[src/hdl/mcp_pkg.sv]
// constants and types for the mode-control serial port
package mcp_pkg;

  // four-wire command word
  localparam int         SPI_WORD_BITS   = 16;
  localparam logic [4:0] SPI_CNT_IDX_LAST = 5'h07;  // rise count before the 8th rise
  localparam logic [4:0] SPI_CNT_IDX_DONE = 5'h08;  // 8 bits taken: read data follows
  localparam logic [4:0] SPI_CNT_WORD     = 5'h10;  // 16 bits taken: write may commit

  // two-wire slave
  localparam logic [4:0] I2C_ADDR_PREFIX = 5'h13;   // fixed upper five address bits
  localparam logic [3:0] I2C_BIT_LAST    = 4'h7;
  localparam logic [3:0] I2C_BYTE_BITS   = 4'h8;

  // pins as seen after the synchroniser
  typedef struct packed {
    logic sel;     // front end select
    logic ms_n;    // port select, or lower strap
    logic mute;    // upper strap
    logic mc;      // bit clock, or scl
    logic control_serial_in;     // serial in, or sda
  } mcp_pins_t;

  typedef enum logic [2:0] {
    I2C_IDLE     = 3'h0,
    I2C_ADDR     = 3'h1,
    I2C_ADDR_ACK = 3'h3,
    I2C_RX       = 3'h2,
    I2C_RX_ACK   = 3'h6,
    I2C_TX       = 3'h7,
    I2C_TX_ACK   = 3'h5,
    I2C_WAIT     = 3'h4
  } mcp_i2c_state_t;

endpackage : mcp_pkg

[src/hdl/mcp_control_port.sv]
// mode-control port: four-wire serial slave and two-wire slave front ends
//
// Summary of operation
// - select low: four-wire; select high: two-wire
// - four-wire port sampled on the system clock, bit clock synchronised
// - one 16-bit word per transaction, MSB first
// - next seven bits select the register
// - low byte: write value or read slots
// - read data shifts out after eighth clock
// - write commits after sixteenth clock completes
// - two-wire mode is slave only, both speeds
// - two-wire mode reuses pins as straps, scl, sda
// - address is prefix then upper, lower strap
// - answer only own address
// - index advances between data bytes, not after the last one
// - index wraps from top to zero
// - data byte written to undefined index gets no acknowledge
// - first read after write keeps index
`timescale 1ns/100ps
module mcp_control_port
  import mcp_pkg::*;
#(
  parameter int INDEX_W = 7,
  parameter int DATA_W  = 8
) (
  // clock and reset
  input  wire logic               I_CLK_SYS,
  input  wire logic               I_RSTN,
  // control pins
  input  wire logic               I_CONTROL_IFACE_SELECT,
  input  wire logic               I_PORT_SELECT_N,
  input  wire logic               I_MUTE,
  input  wire logic               I_CONTROL_BIT_CLOCK,
  input  wire logic               I_CONTROL_SERIAL_IN,
  output logic                    O_CONTROL_SERIAL_IN_OUT,
  output logic                    O_CONTROL_SERIAL_IN_OE_N,
  output logic                    O_CONTROL_SERIAL_OUT,
  output logic                    O_CONTROL_SERIAL_OUT_OE_N,
  // mode register access
  output logic                    O_REG_WR,
  output logic [INDEX_W-1:0]      O_REG_INDEX,
  output logic [DATA_W-1:0]       O_REG_WDATA,
  input  wire logic [DATA_W-1:0]  I_REG_RDATA,
  input  wire logic               I_REG_DEFINED
);

  if (INDEX_W != 7 || DATA_W != 8) begin : g_check
    $error("mcp_control_port serves a 7-bit index and 8-bit data only");
  end

  mcp_pins_t pin_meta_reg;
  mcp_pins_t pin_sync_reg;
  mcp_pins_t pin_prev_reg;

  // two flops per pin, third stage for edge finding and for qualifying port select
  always_ff @(posedge I_CLK_SYS or negedge I_RSTN) begin
    if (!I_RSTN) begin
      pin_meta_reg <= '{sel: 1'b0, ms_n: 1'b1, mute: 1'b0, mc: 1'b0, control_serial_in: 1'b1};
      pin_sync_reg <= '{sel: 1'b0, ms_n: 1'b1, mute: 1'b0, mc: 1'b0, control_serial_in: 1'b1};
      pin_prev_reg <= '{sel: 1'b0, ms_n: 1'b1, mute: 1'b0, mc: 1'b0, control_serial_in: 1'b1};
    end else begin
      pin_meta_reg <= '{sel: I_CONTROL_IFACE_SELECT, ms_n: I_PORT_SELECT_N, mute: I_MUTE,
                        mc: I_CONTROL_BIT_CLOCK, control_serial_in: I_CONTROL_SERIAL_IN};
      pin_sync_reg <= pin_meta_reg;
      pin_prev_reg <= pin_sync_reg;
    end
  end

  logic i2c_mode;
  logic mc_rise;
  logic mc_fall;
  logic start_det;
  logic stop_det;
  logic spi_active;
  logic [6:0] own_addr;

  assign i2c_mode   = pin_sync_reg.sel;
  assign spi_active = !i2c_mode && !pin_sync_reg.ms_n && !pin_prev_reg.ms_n;
  assign mc_rise    = pin_sync_reg.mc && !pin_prev_reg.mc;
  assign mc_fall    = !pin_sync_reg.mc && pin_prev_reg.mc;
  assign start_det  = i2c_mode && pin_sync_reg.mc && pin_prev_reg.mc
                      && !pin_sync_reg.control_serial_in && pin_prev_reg.control_serial_in;
  assign stop_det   = i2c_mode && pin_sync_reg.mc && pin_prev_reg.mc
                      && pin_sync_reg.control_serial_in && !pin_prev_reg.control_serial_in;
  assign own_addr   = {I2C_ADDR_PREFIX, pin_sync_reg.mute, pin_sync_reg.ms_n};

  // ---------------- four-wire front end ----------------
  logic [4:0] spi_cnt_reg;
  logic [7:0] spi_sh_reg;
  logic [7:0] spi_out_sh_reg;
  logic       spi_rw_reg;
  logic       spi_idx_load;
  logic       spi_wr;

  assign spi_idx_load = spi_active && mc_rise && (spi_cnt_reg == SPI_CNT_IDX_LAST);
  // commit on the fall that completes the 16th clock
  assign spi_wr = spi_active && mc_fall && (spi_cnt_reg == SPI_CNT_WORD) && !spi_rw_reg;

  always_ff @(posedge I_CLK_SYS or negedge I_RSTN) begin
    if (!I_RSTN) begin
      spi_cnt_reg <= 5'h00;
      spi_sh_reg  <= 8'h00;
      spi_rw_reg  <= 1'b0;
    end else if (!spi_active) begin
      spi_cnt_reg <= 5'h00;
    end else if (mc_rise && spi_cnt_reg < SPI_CNT_WORD) begin
      // clocks past the 16th are ignored
      spi_sh_reg  <= {spi_sh_reg[6:0], pin_sync_reg.control_serial_in};
      spi_cnt_reg <= spi_cnt_reg + 5'h01;
      if (spi_cnt_reg == 5'h00) begin
        spi_rw_reg <= pin_sync_reg.control_serial_in;
      end
    end else if (mc_wr_done(spi_wr)) begin
      spi_cnt_reg <= spi_cnt_reg + 5'h01;  // one commit per word
    end
  end

  function automatic logic mc_wr_done(input logic wr);
    return wr;
  endfunction : mc_wr_done

  always_ff @(posedge I_CLK_SYS or negedge I_RSTN) begin
    if (!I_RSTN) begin
      O_CONTROL_SERIAL_OUT      <= 1'b0;
      O_CONTROL_SERIAL_OUT_OE_N <= 1'b1;
      spi_out_sh_reg            <= 8'h00;
    end else if (!spi_active) begin
      O_CONTROL_SERIAL_OUT      <= 1'b0;
      O_CONTROL_SERIAL_OUT_OE_N <= 1'b1;
    end else begin
      O_CONTROL_SERIAL_OUT_OE_N <= 1'b0;
      if (mc_fall && spi_rw_reg) begin
        if (spi_cnt_reg == SPI_CNT_IDX_DONE) begin
          O_CONTROL_SERIAL_OUT <= I_REG_RDATA[7];
          spi_out_sh_reg       <= {I_REG_RDATA[6:0], 1'b0};
        end else if (spi_cnt_reg > SPI_CNT_IDX_DONE && spi_cnt_reg < SPI_CNT_WORD) begin
          O_CONTROL_SERIAL_OUT <= spi_out_sh_reg[7];
          spi_out_sh_reg       <= {spi_out_sh_reg[6:0], 1'b0};
        end
      end
    end
  end

  // ---------------- two-wire front end ----------------
  mcp_i2c_state_t state_reg;
  logic [3:0]     bit_cnt_reg;
  logic [7:0]     i2c_sh_reg;
  logic [7:0]     tx_sh_reg;
  logic           i2c_rw_reg;
  logic           first_byte_reg;
  logic           inc_pending_reg;
  logic           i2c_edge_ok;
  logic           i2c_idx_load;
  logic           i2c_idx_inc;
  logic           i2c_wr;
  logic [7:0]     rx_byte;

  assign i2c_edge_ok  = i2c_mode && !start_det && !stop_det;
  assign rx_byte      = {i2c_sh_reg[6:0], pin_sync_reg.control_serial_in};
  assign i2c_idx_load = i2c_edge_ok && state_reg == I2C_RX && mc_rise
                        && bit_cnt_reg == I2C_BIT_LAST && first_byte_reg;
  // deferred step keeps a following read on the written register
  assign i2c_idx_inc  = i2c_edge_ok && mc_rise
                        && ((state_reg == I2C_RX && bit_cnt_reg == I2C_BIT_LAST
                             && !first_byte_reg && inc_pending_reg)
                            || (state_reg == I2C_TX_ACK && !pin_sync_reg.control_serial_in));
  assign i2c_wr       = i2c_edge_ok && state_reg == I2C_RX && mc_fall
                        && bit_cnt_reg == I2C_BYTE_BITS && !first_byte_reg && I_REG_DEFINED;

  always_ff @(posedge I_CLK_SYS or negedge I_RSTN) begin
    if (!I_RSTN) begin
      state_reg                <= I2C_IDLE;
      bit_cnt_reg              <= 4'h0;
      i2c_sh_reg               <= 8'h00;
      tx_sh_reg                <= 8'h00;
      i2c_rw_reg               <= 1'b0;
      first_byte_reg           <= 1'b1;
      inc_pending_reg          <= 1'b0;
      O_CONTROL_SERIAL_IN_OE_N <= 1'b1;
    end else if (!i2c_mode) begin
      state_reg                <= I2C_IDLE;
      O_CONTROL_SERIAL_IN_OE_N <= 1'b1;
    end else if (start_det) begin
      state_reg                <= I2C_ADDR;  // repeated start too
      bit_cnt_reg              <= 4'h0;
      first_byte_reg           <= 1'b1;
      O_CONTROL_SERIAL_IN_OE_N <= 1'b1;
    end else if (stop_det) begin
      state_reg                <= I2C_IDLE;
      O_CONTROL_SERIAL_IN_OE_N <= 1'b1;
    end else begin
      case (state_reg)
        I2C_ADDR, I2C_RX: begin
          if (mc_rise) begin
            i2c_sh_reg  <= rx_byte;
            bit_cnt_reg <= bit_cnt_reg + 4'h1;
          end else if (mc_fall && bit_cnt_reg == I2C_BYTE_BITS) begin
            bit_cnt_reg <= 4'h0;
            if (state_reg == I2C_ADDR) begin
              if (i2c_sh_reg[7:1] == own_addr) begin
                i2c_rw_reg               <= i2c_sh_reg[0];
                O_CONTROL_SERIAL_IN_OE_N <= 1'b0;
                state_reg                <= I2C_ADDR_ACK;
              end else begin
                state_reg <= I2C_WAIT;
              end
            end else if (first_byte_reg || I_REG_DEFINED) begin
              O_CONTROL_SERIAL_IN_OE_N <= 1'b0;
              inc_pending_reg          <= !first_byte_reg;
              state_reg                <= I2C_RX_ACK;
            end else begin
              state_reg <= I2C_WAIT;
            end
          end
        end
        I2C_ADDR_ACK: begin
          if (mc_fall) begin
            if (i2c_rw_reg) begin
              O_CONTROL_SERIAL_IN_OE_N <= I_REG_RDATA[7];
              tx_sh_reg                <= {I_REG_RDATA[6:0], 1'b1};
              inc_pending_reg          <= 1'b0;
              state_reg                <= I2C_TX;
            end else begin
              O_CONTROL_SERIAL_IN_OE_N <= 1'b1;
              state_reg                <= I2C_RX;
            end
          end
        end
        I2C_RX_ACK: begin
          if (mc_fall) begin
            O_CONTROL_SERIAL_IN_OE_N <= 1'b1;
            first_byte_reg           <= 1'b0;
            state_reg                <= I2C_RX;
          end
        end
        I2C_TX: begin
          if (mc_rise) begin
            bit_cnt_reg <= bit_cnt_reg + 4'h1;
          end else if (mc_fall) begin
            if (bit_cnt_reg == I2C_BYTE_BITS) begin
              bit_cnt_reg              <= 4'h0;
              O_CONTROL_SERIAL_IN_OE_N <= 1'b1;  // hand sda to master for ack
              state_reg                <= I2C_TX_ACK;
            end else begin
              O_CONTROL_SERIAL_IN_OE_N <= tx_sh_reg[7];
              tx_sh_reg                <= {tx_sh_reg[6:0], 1'b1};
            end
          end
        end
        I2C_TX_ACK: begin
          if (mc_rise && pin_sync_reg.control_serial_in) begin
            state_reg <= I2C_WAIT;  // master nack ends the read
          end else if (mc_fall) begin
            O_CONTROL_SERIAL_IN_OE_N <= I_REG_RDATA[7];
            tx_sh_reg                <= {I_REG_RDATA[6:0], 1'b1};
            state_reg                <= I2C_TX;
          end
        end
        default: begin
          O_CONTROL_SERIAL_IN_OE_N <= 1'b1;  // idle or wait for start/stop
        end
      endcase
    end
  end

  // open drain: only ever pulls low
  always_ff @(posedge I_CLK_SYS or negedge I_RSTN) begin
    if (!I_RSTN) begin
      O_CONTROL_SERIAL_IN_OUT <= 1'b0;
    end else begin
      O_CONTROL_SERIAL_IN_OUT <= 1'b0;
    end
  end

  // ---------------- shared register access ----------------
  always_ff @(posedge I_CLK_SYS or negedge I_RSTN) begin
    if (!I_RSTN) begin
      O_REG_INDEX <= 7'h00;
    end else if (spi_idx_load) begin
      O_REG_INDEX <= {spi_sh_reg[5:0], pin_sync_reg.control_serial_in};
    end else if (i2c_idx_load) begin
      O_REG_INDEX <= rx_byte[6:0];
    end else if (i2c_idx_inc) begin
      O_REG_INDEX <= O_REG_INDEX + 7'h01;  // natural wrap 7f to 0
    end
  end

  always_ff @(posedge I_CLK_SYS or negedge I_RSTN) begin
    if (!I_RSTN) begin
      O_REG_WR    <= 1'b0;
      O_REG_WDATA <= 8'h00;
    end else begin
      O_REG_WR <= spi_wr || i2c_wr;
      if (spi_wr) begin
        O_REG_WDATA <= spi_sh_reg;
      end else if (i2c_wr) begin
        O_REG_WDATA <= i2c_sh_reg;
      end
    end
  end

endmodule : mcp_control_port

[config.mk]
export PLATFORM = sky130hd
export DESIGN_NAME = mcp_control_port
export DESIGN_NICKNAME = d
export VERILOG_FILES = /design/src/hdl/mcp_pkg.sv /design/src/hdl/mcp_control_port.sv
export SDC_FILE = /design/constraint.sdc
export NUM_CORES = 1
export LEC_CHECK = 0
export BUFFER_PORTS_ARGS = -buffer_cell sky130_fd_sc_hd__buf_2
export CORE_MARGIN = 3
export CORE_UTILIZATION = 46
export DETAILED_ROUTE_END_ITERATION = 7
export PLACE_DENSITY = 0.68
export SLEW_MARGIN = 15
export SYNTH_ARGS = -nofsm -noshare
export SYNTH_HDL_FRONTEND = slang
export SYNTH_SLANG_ARGS = --single-unit
[constraint.sdc]
create_clock -name I_CLK_SYS -period 2.2 [get_ports I_CLK_SYS]
set_input_delay 0.22 -clock I_CLK_SYS [delete_from_list [all_inputs] [get_ports I_CLK_SYS]]
set_output_delay 0.22 -clock I_CLK_SYS [all_outputs]
set_load 0.05 [all_outputs]
# ---- After elaboration in Yosys (flattened, before gate mapping)
# Index checks and enable logic that the tools add are counted.
dict set report totals {
  register_bits 80
  inputBits 16
  output_inout_bits 20
}
dict set report classes {
  add_sub_neg 3
  magnitude_cmp 2
  n_eq_ne 43
  n_mux 76
  bitwise 3
  n_reduce_logical 72
}
# op count
set op_table {}
lappend op_table {{8-bit 2-to-1 mux} 11}
lappend op_table {{3-bit 2-to-1 mux} 15}
lappend op_table {{5-bit inequality test (second input constant)} 9}
lappend op_table {{1-bit logical AND} 36}
lappend op_table {{1-bit 2-to-1 mux} 31}
lappend op_table {{4-bit 2-to-1 mux} 7}
lappend op_table {{2-bit inequality test (second input constant)} 12}
lappend op_table {{8-bit case mux with 3 select lines} 1}
lappend op_table {{7-bit 2-to-1 mux} 3}
lappend op_table {{10-bit AND reduction} 2}
lappend op_table {{5-bit 2-to-1 mux} 3}
lappend op_table {{3-bit case mux with 5 select lines} 1}
lappend op_table {{4-bit inequality test (second input constant)} 3}
lappend op_table {{6-bit inequality test (second input constant)} 2}
lappend op_table {{1-bit logical NOT} 11}
lappend op_table {{11-bit AND reduction} 1}
lappend op_table {{2-bit nonzero test} 5}
lappend op_table {{3-bit equality test (second input constant)} 3}
lappend op_table {{9-bit AND reduction} 1}
lappend op_table {{3-bit nonzero test} 3}
lappend op_table {{8-bit by 1-bit inequality test with 1-bit output (second input constant)} 1}
lappend op_table {{4-bit case mux with 2 select lines} 1}
lappend op_table {{8-bit AND reduction} 1}
lappend op_table {{7-bit by 1-bit adder with 7-bit output (second input constant)} 1}
lappend op_table {{other kinds (27)} 35}

# ---- Depth between registers and ports, before layout
dict set report logic_depth {
  ltp_word 14
  mapped_depth 9
}

# ---- Worst setup path after synthesis
# No wires, ideal clock.
dict set report synth_path {
  kind {reg2reg}
  start {register bit_cnt_reg[0]}
  end {register O_REG_INDEX[1]}
  setup_ns 0.126
  arrival_time_ns 1.825
  required_ns 2.074
  path_slack_ns 0.249
  path_stages_with_launch 7
  cell_sequence {dfrtp_1 -> ha_1 -> and4bb_1 -> a2bb2oi_2 -> nor3_1 -> mux2_1 -> a221o_1}
}
dict set report synth_between {
  elab_chain_len 7
}
# element line_no
set synth_rtl {}
lappend synth_rtl {{start, declared} mcp_control_port.sv:146} ;# logic [3:0] bit_cnt_reg;
lappend synth_rtl {{start signal, assigned} mcp_control_port.sv:196} ;# bit_cnt_reg <= bit_cnt_reg + 4'h1;
lappend synth_rtl {{start signal, assigned} mcp_control_port.sv:238} ;# bit_cnt_reg <= bit_cnt_reg + 4'h1;
lappend synth_rtl {{4-bit by 3-bit equality test with 1-bit output (*)} {mcp_control_port.sv:161, mcp_control_port.sv:164}}
lappend synth_rtl {{1-bit logical AND} mcp_control_port.sv:164} ;# && ((state_reg == I2C_RX && bit_cnt_reg == I2C_BIT_LAST
lappend synth_rtl {{1-bit logical AND (2 in series)} mcp_control_port.sv:165} ;# && !first_byte_reg && inc_pending_reg)
lappend synth_rtl {{1-bit logical OR} mcp_control_port.sv:166} ;# || (state_reg == I2C_TX_ACK && !pin_sync_reg.control_serial_in));
lappend synth_rtl {{1-bit logical AND} mcp_control_port.sv:164}
lappend synth_rtl {{3-bit nonzero test (no source line)} -}
lappend synth_rtl {{end signal, assigned} mcp_control_port.sv:280} ;# O_REG_INDEX <= {spi_sh_reg[5:0], pin_sync_reg.control_serial_in};
lappend synth_rtl {{end signal, assigned} mcp_control_port.sv:282} ;# O_REG_INDEX <= rx_byte[6:0];
lappend synth_rtl {{end signal, assigned} mcp_control_port.sv:284} ;# O_REG_INDEX <= O_REG_INDEX + 7'h01;
lappend synth_rtl {{end, declared} mcp_control_port.sv:41} ;# output logic [INDEX_W-1:0] O_REG_INDEX,
# Mark *: on every way between the ends. The rest lies on a longest branch, timed or not.
# A chain may end at the register's enable or synchronous reset.

# ---- Worst setup path after layout
dict set report layout_path {
  start {register bit_cnt_reg[0]}
  end {register tx_sh_reg[3]}
}
dict set report layout_between {
  elab_chain_len 3
}
# element line_no
set layout_rtl {}
lappend layout_rtl {{4-bit equality test} mcp_control_port.sv:240} ;# if (bit_cnt_reg == I2C_BYTE_BITS) begin
lappend layout_rtl {{2-bit inequality test (no source line)} -}
lappend layout_rtl {{11-bit AND reduction (no source line)} -}
lappend layout_rtl {{end signal, assigned} mcp_control_port.sv:220} ;# tx_sh_reg <= {I_REG_RDATA[6:0], 1'b1};
lappend layout_rtl {{end signal, assigned} mcp_control_port.sv:246} ;# tx_sh_reg <= {tx_sh_reg[6:0], 1'b1};
lappend layout_rtl {{end signal, assigned} mcp_control_port.sv:255} ;# tx_sh_reg <= {I_REG_RDATA[6:0], 1'b1};
lappend layout_rtl {{end, declared} mcp_control_port.sv:148} ;# logic [7:0] tx_sh_reg;
# Every way passes these cells.

==> key figures <==
Clock network
  – Worst-Skew Late Latency: 0.36 ns
  – CTS clock-pin slew for the worst setup and hold paths: 0.09 ns
  – TritonCTS clock tree: done
  – CTS max path bufs: 2
  – Clk sink count: 79
  – Htree depth: 3
  – Root Buffer: clkbuf_8
  – CTS buffer count: 9
  – Post CTS Setup Buffer Count: 0

GRT
  – First-pass GRT wire length: 14400 microns
  – Largest net degree at the start of global routing: 80
  – Vias in the first global route: just under 3000
  – GR Util All Layers: 18.1%
  – Grt ovf: 0
  – Antenna violations before repair: 0

Synthesis
  – Seq cells post-synth: 79
  – Sequential fraction of the synthesis area: 47.8%
  – Syn Nets: 398
  – Post-synth ARST share: 100%
  – Top cells by area, synth: dfrtp_1, mux2_2, dfstp_2
  – Mapped cell area: just over 0.004 sq mm
  – Yosys warning count: 0
  – Main synth FF type: dfrtp_1
  – Post-synth top area share: 42.2%
  – Synth unique cells: just over 70
  – Mapped Cells: 375
  – Area leader, netlist: dfrtp_1
  – Post-synth EDFFs: 0
  – Syn avg cell area: 11.1 sq um

Setup path
  – Critical-path top delay cell: dfrtp_1
  – CP startpoint: bit_cnt_reg[0]
  – Crit-path max FO: 8
  – Worst EP arrival: 2.30 ns
  – Crit path to: tx_sh_reg[3]
  – Startpoint Class: flop
  – Reg2Reg Setup Slack: 0.14 ns
  – Reg2reg path depth: 7
  – CP peak stage delay: 0.42 ns
  – Worst R2R Start: bit_cnt_reg[0]
  – Crit path cell chain: inv_1, ha_1, and3b_1, o21ai_0, a22o_1, nand4_2, mux2_2
  – Reg2reg end: tx_sh_reg[3]
  – Critical Setup Path Class: flop to flop
  – CP Capture Type: flop
  – Worst Path Required: 2.44 ns

Worst hold path
  – Hold Crit Start: I_REG_RDATA[0]
  – Hold Path Cell Cnt: 3
  – Hold crit path type: primary input to flop

Routing
  – Iteration-0 DRC Markers: 136
  – Drc violations: 0
  – Number of antenna-violating nets in the routed design: 0
  – Post-DR wirelength/cell: 15.9 microns
  – DR pass1 iterations: 4
  – Total length of routed wires: 8670 microns
  – Via/cell ratio: 5.62
  – Via Count: 3058

Power
  – VDD IR max: around 330 uV
  – Leakage: 2.17 nW
  – P per Cell Area: about 620 mW/mm^2

Finish
  – # fillers: 781
  – Most common cell after layout, fill and taps aside: dfrtp_1
  – Diodes inserted: 0
  – Share of layout cells above drive strength 1: 29.6%
  – # nets final: 454
  – Commonest cells after routing, fill and taps aside: dfrtp_1, buf_2, a21oi_1
  – Synth-to-layout area growth: 16.7%

STA
  – Final worst slack: 0.136 ns
  – RSZ-0062 raised after global routing: no
  – Worst hold margin: 0.122 ns
  – Max Freq: 0.485 GHz
  – Final Cycle Share: 93.8%
  – Setup TNS: 0 ns
  – Min Tclk post-route: 2.06 ns
  – Setup violations, final: 0
  – Slew Limit Fails: 0
  – Fin Clk Skew: 0.00868 ns
  – Final hold viol count: 0

Die
  – Ports: 36
  – Die area: 0.0102 sq mm
  – Initial core utilization: 47.4%
  – Die Y-Extent: 101 microns
  – Die X: about 100 microns
  – FP Rows: 34
  – Core Area: 0.00876 sq mm

Place
  – PortBufs: 34
  – Routability cong.: 0.841
  – Hpwl dp: ~6400 microns
  – Placement Setup Slack: between 0.1 and 0.15 ns

Flow run
  – Max Cap Viol: 0

Run status
  – Result of the run: complete, no violations
==> report_power, final <==
part           total [mW]  switching, mW  internal (mW)
Combinational       0.215          0.119         0.0967
Clock                1.25          0.589          0.664
Sequential           1.56         0.0536           1.51
Total                3.03          0.761           2.27
==> area by class of cell <==
cell class | instances | area (sq um) | share of cell area, %
multi-input combinational | 265 | 2020 | 41.7
sequential | 79 | 1990 | 41.0
inverter | 13 | 48.8 | 1.01
tap | 108 | 135 | 2.79
clock inverter | 7 | 113 | 2.32
clock buffer | 9 | 124 | 2.55
timing repair buffer | 63 | 418 | 8.61
==> worst max-delay path: cells and delay by family (launching register included) <==
family	cells	cell delay (ns)
compound gates	2	0.40
mux	1	0.36
buf+inv	1	0.07
flops	1	0.42
fa+ha+maj	1	0.20
simple gates	2	0.49
==> cell families after synthesis <==
family,after synthesis,synth area share [%]
AOI/OAI and AO/OA,80,13.4
and+or+nand+nor,116,16.7
xor gates and xnor gates,11,2.50
other,1,0.0902
buffers and inverters,31,3.70
muxes,50,13.7
DFF,79,47.8
adders and majority gates,7,2.11
==> per-layer routing <==
layer	vias to the layer above	GRT usage, %	share of wire, %
li1	1482	-	-
met1	1473	24.4	46
met2	84	28.2	47
met3	19	3.81	4.9
met4	0	7.46	2.2
met5	-	0	0
==> synthesized netlist by cell type (5+ instances only) <==
master	n
dfstp_2	9
inv_1	12
and2_1	5
mux2_4	7
nand2b_1	5
nor2_1	28
xnor2_1	6
dfrtp_1	70
nand2_1	20
a21oi_1	30
o21ai_0	8
nand3_1	9
nor3b_1	5
clkbuf_1	7
o22ai_1	6
mux2_2	22
mux2i_1	17
buf_2	6
ha_1	7
nor3_1	6
nand4_1	5
==> worst min path at each step <==
stage	end	slack [ns]
floorplan	O_CONTROL_SERIAL_OUT	-0.08
global placement	O_REG_WDATA[5]	0.28
detailed placement	O_REG_WR	0.28
CTS	spi_out_sh_reg[1]	0.10
global route	spi_out_sh_reg[1]	0.11
finish	spi_out_sh_reg[1]	0.12
==> stage by stage <==
stage | utilization [%] | instance area, sq um | std cells | power (mW)
finish | 55.4 | 4850 | 544 | 3.03
global route | 55.4 | 4850 | 544 | 3.16
CTS | 55.2 | 4840 | 544 | 3.07
detailed placement | 51.8 | 4540 | 522 | 1.80
global placement | 51.8 | 4540 | 522 | 1.79
floorplan | - | 4160 | 375 | 1.70
==> repair_timing <==
action	in CTS	in global routing
gates resized for setup	0	2
hold endpoints to repair	75	0
hold buffers	6	0
setup endpoints to repair	0	8
Note: power is estimated with default switching activity, not from simulation.
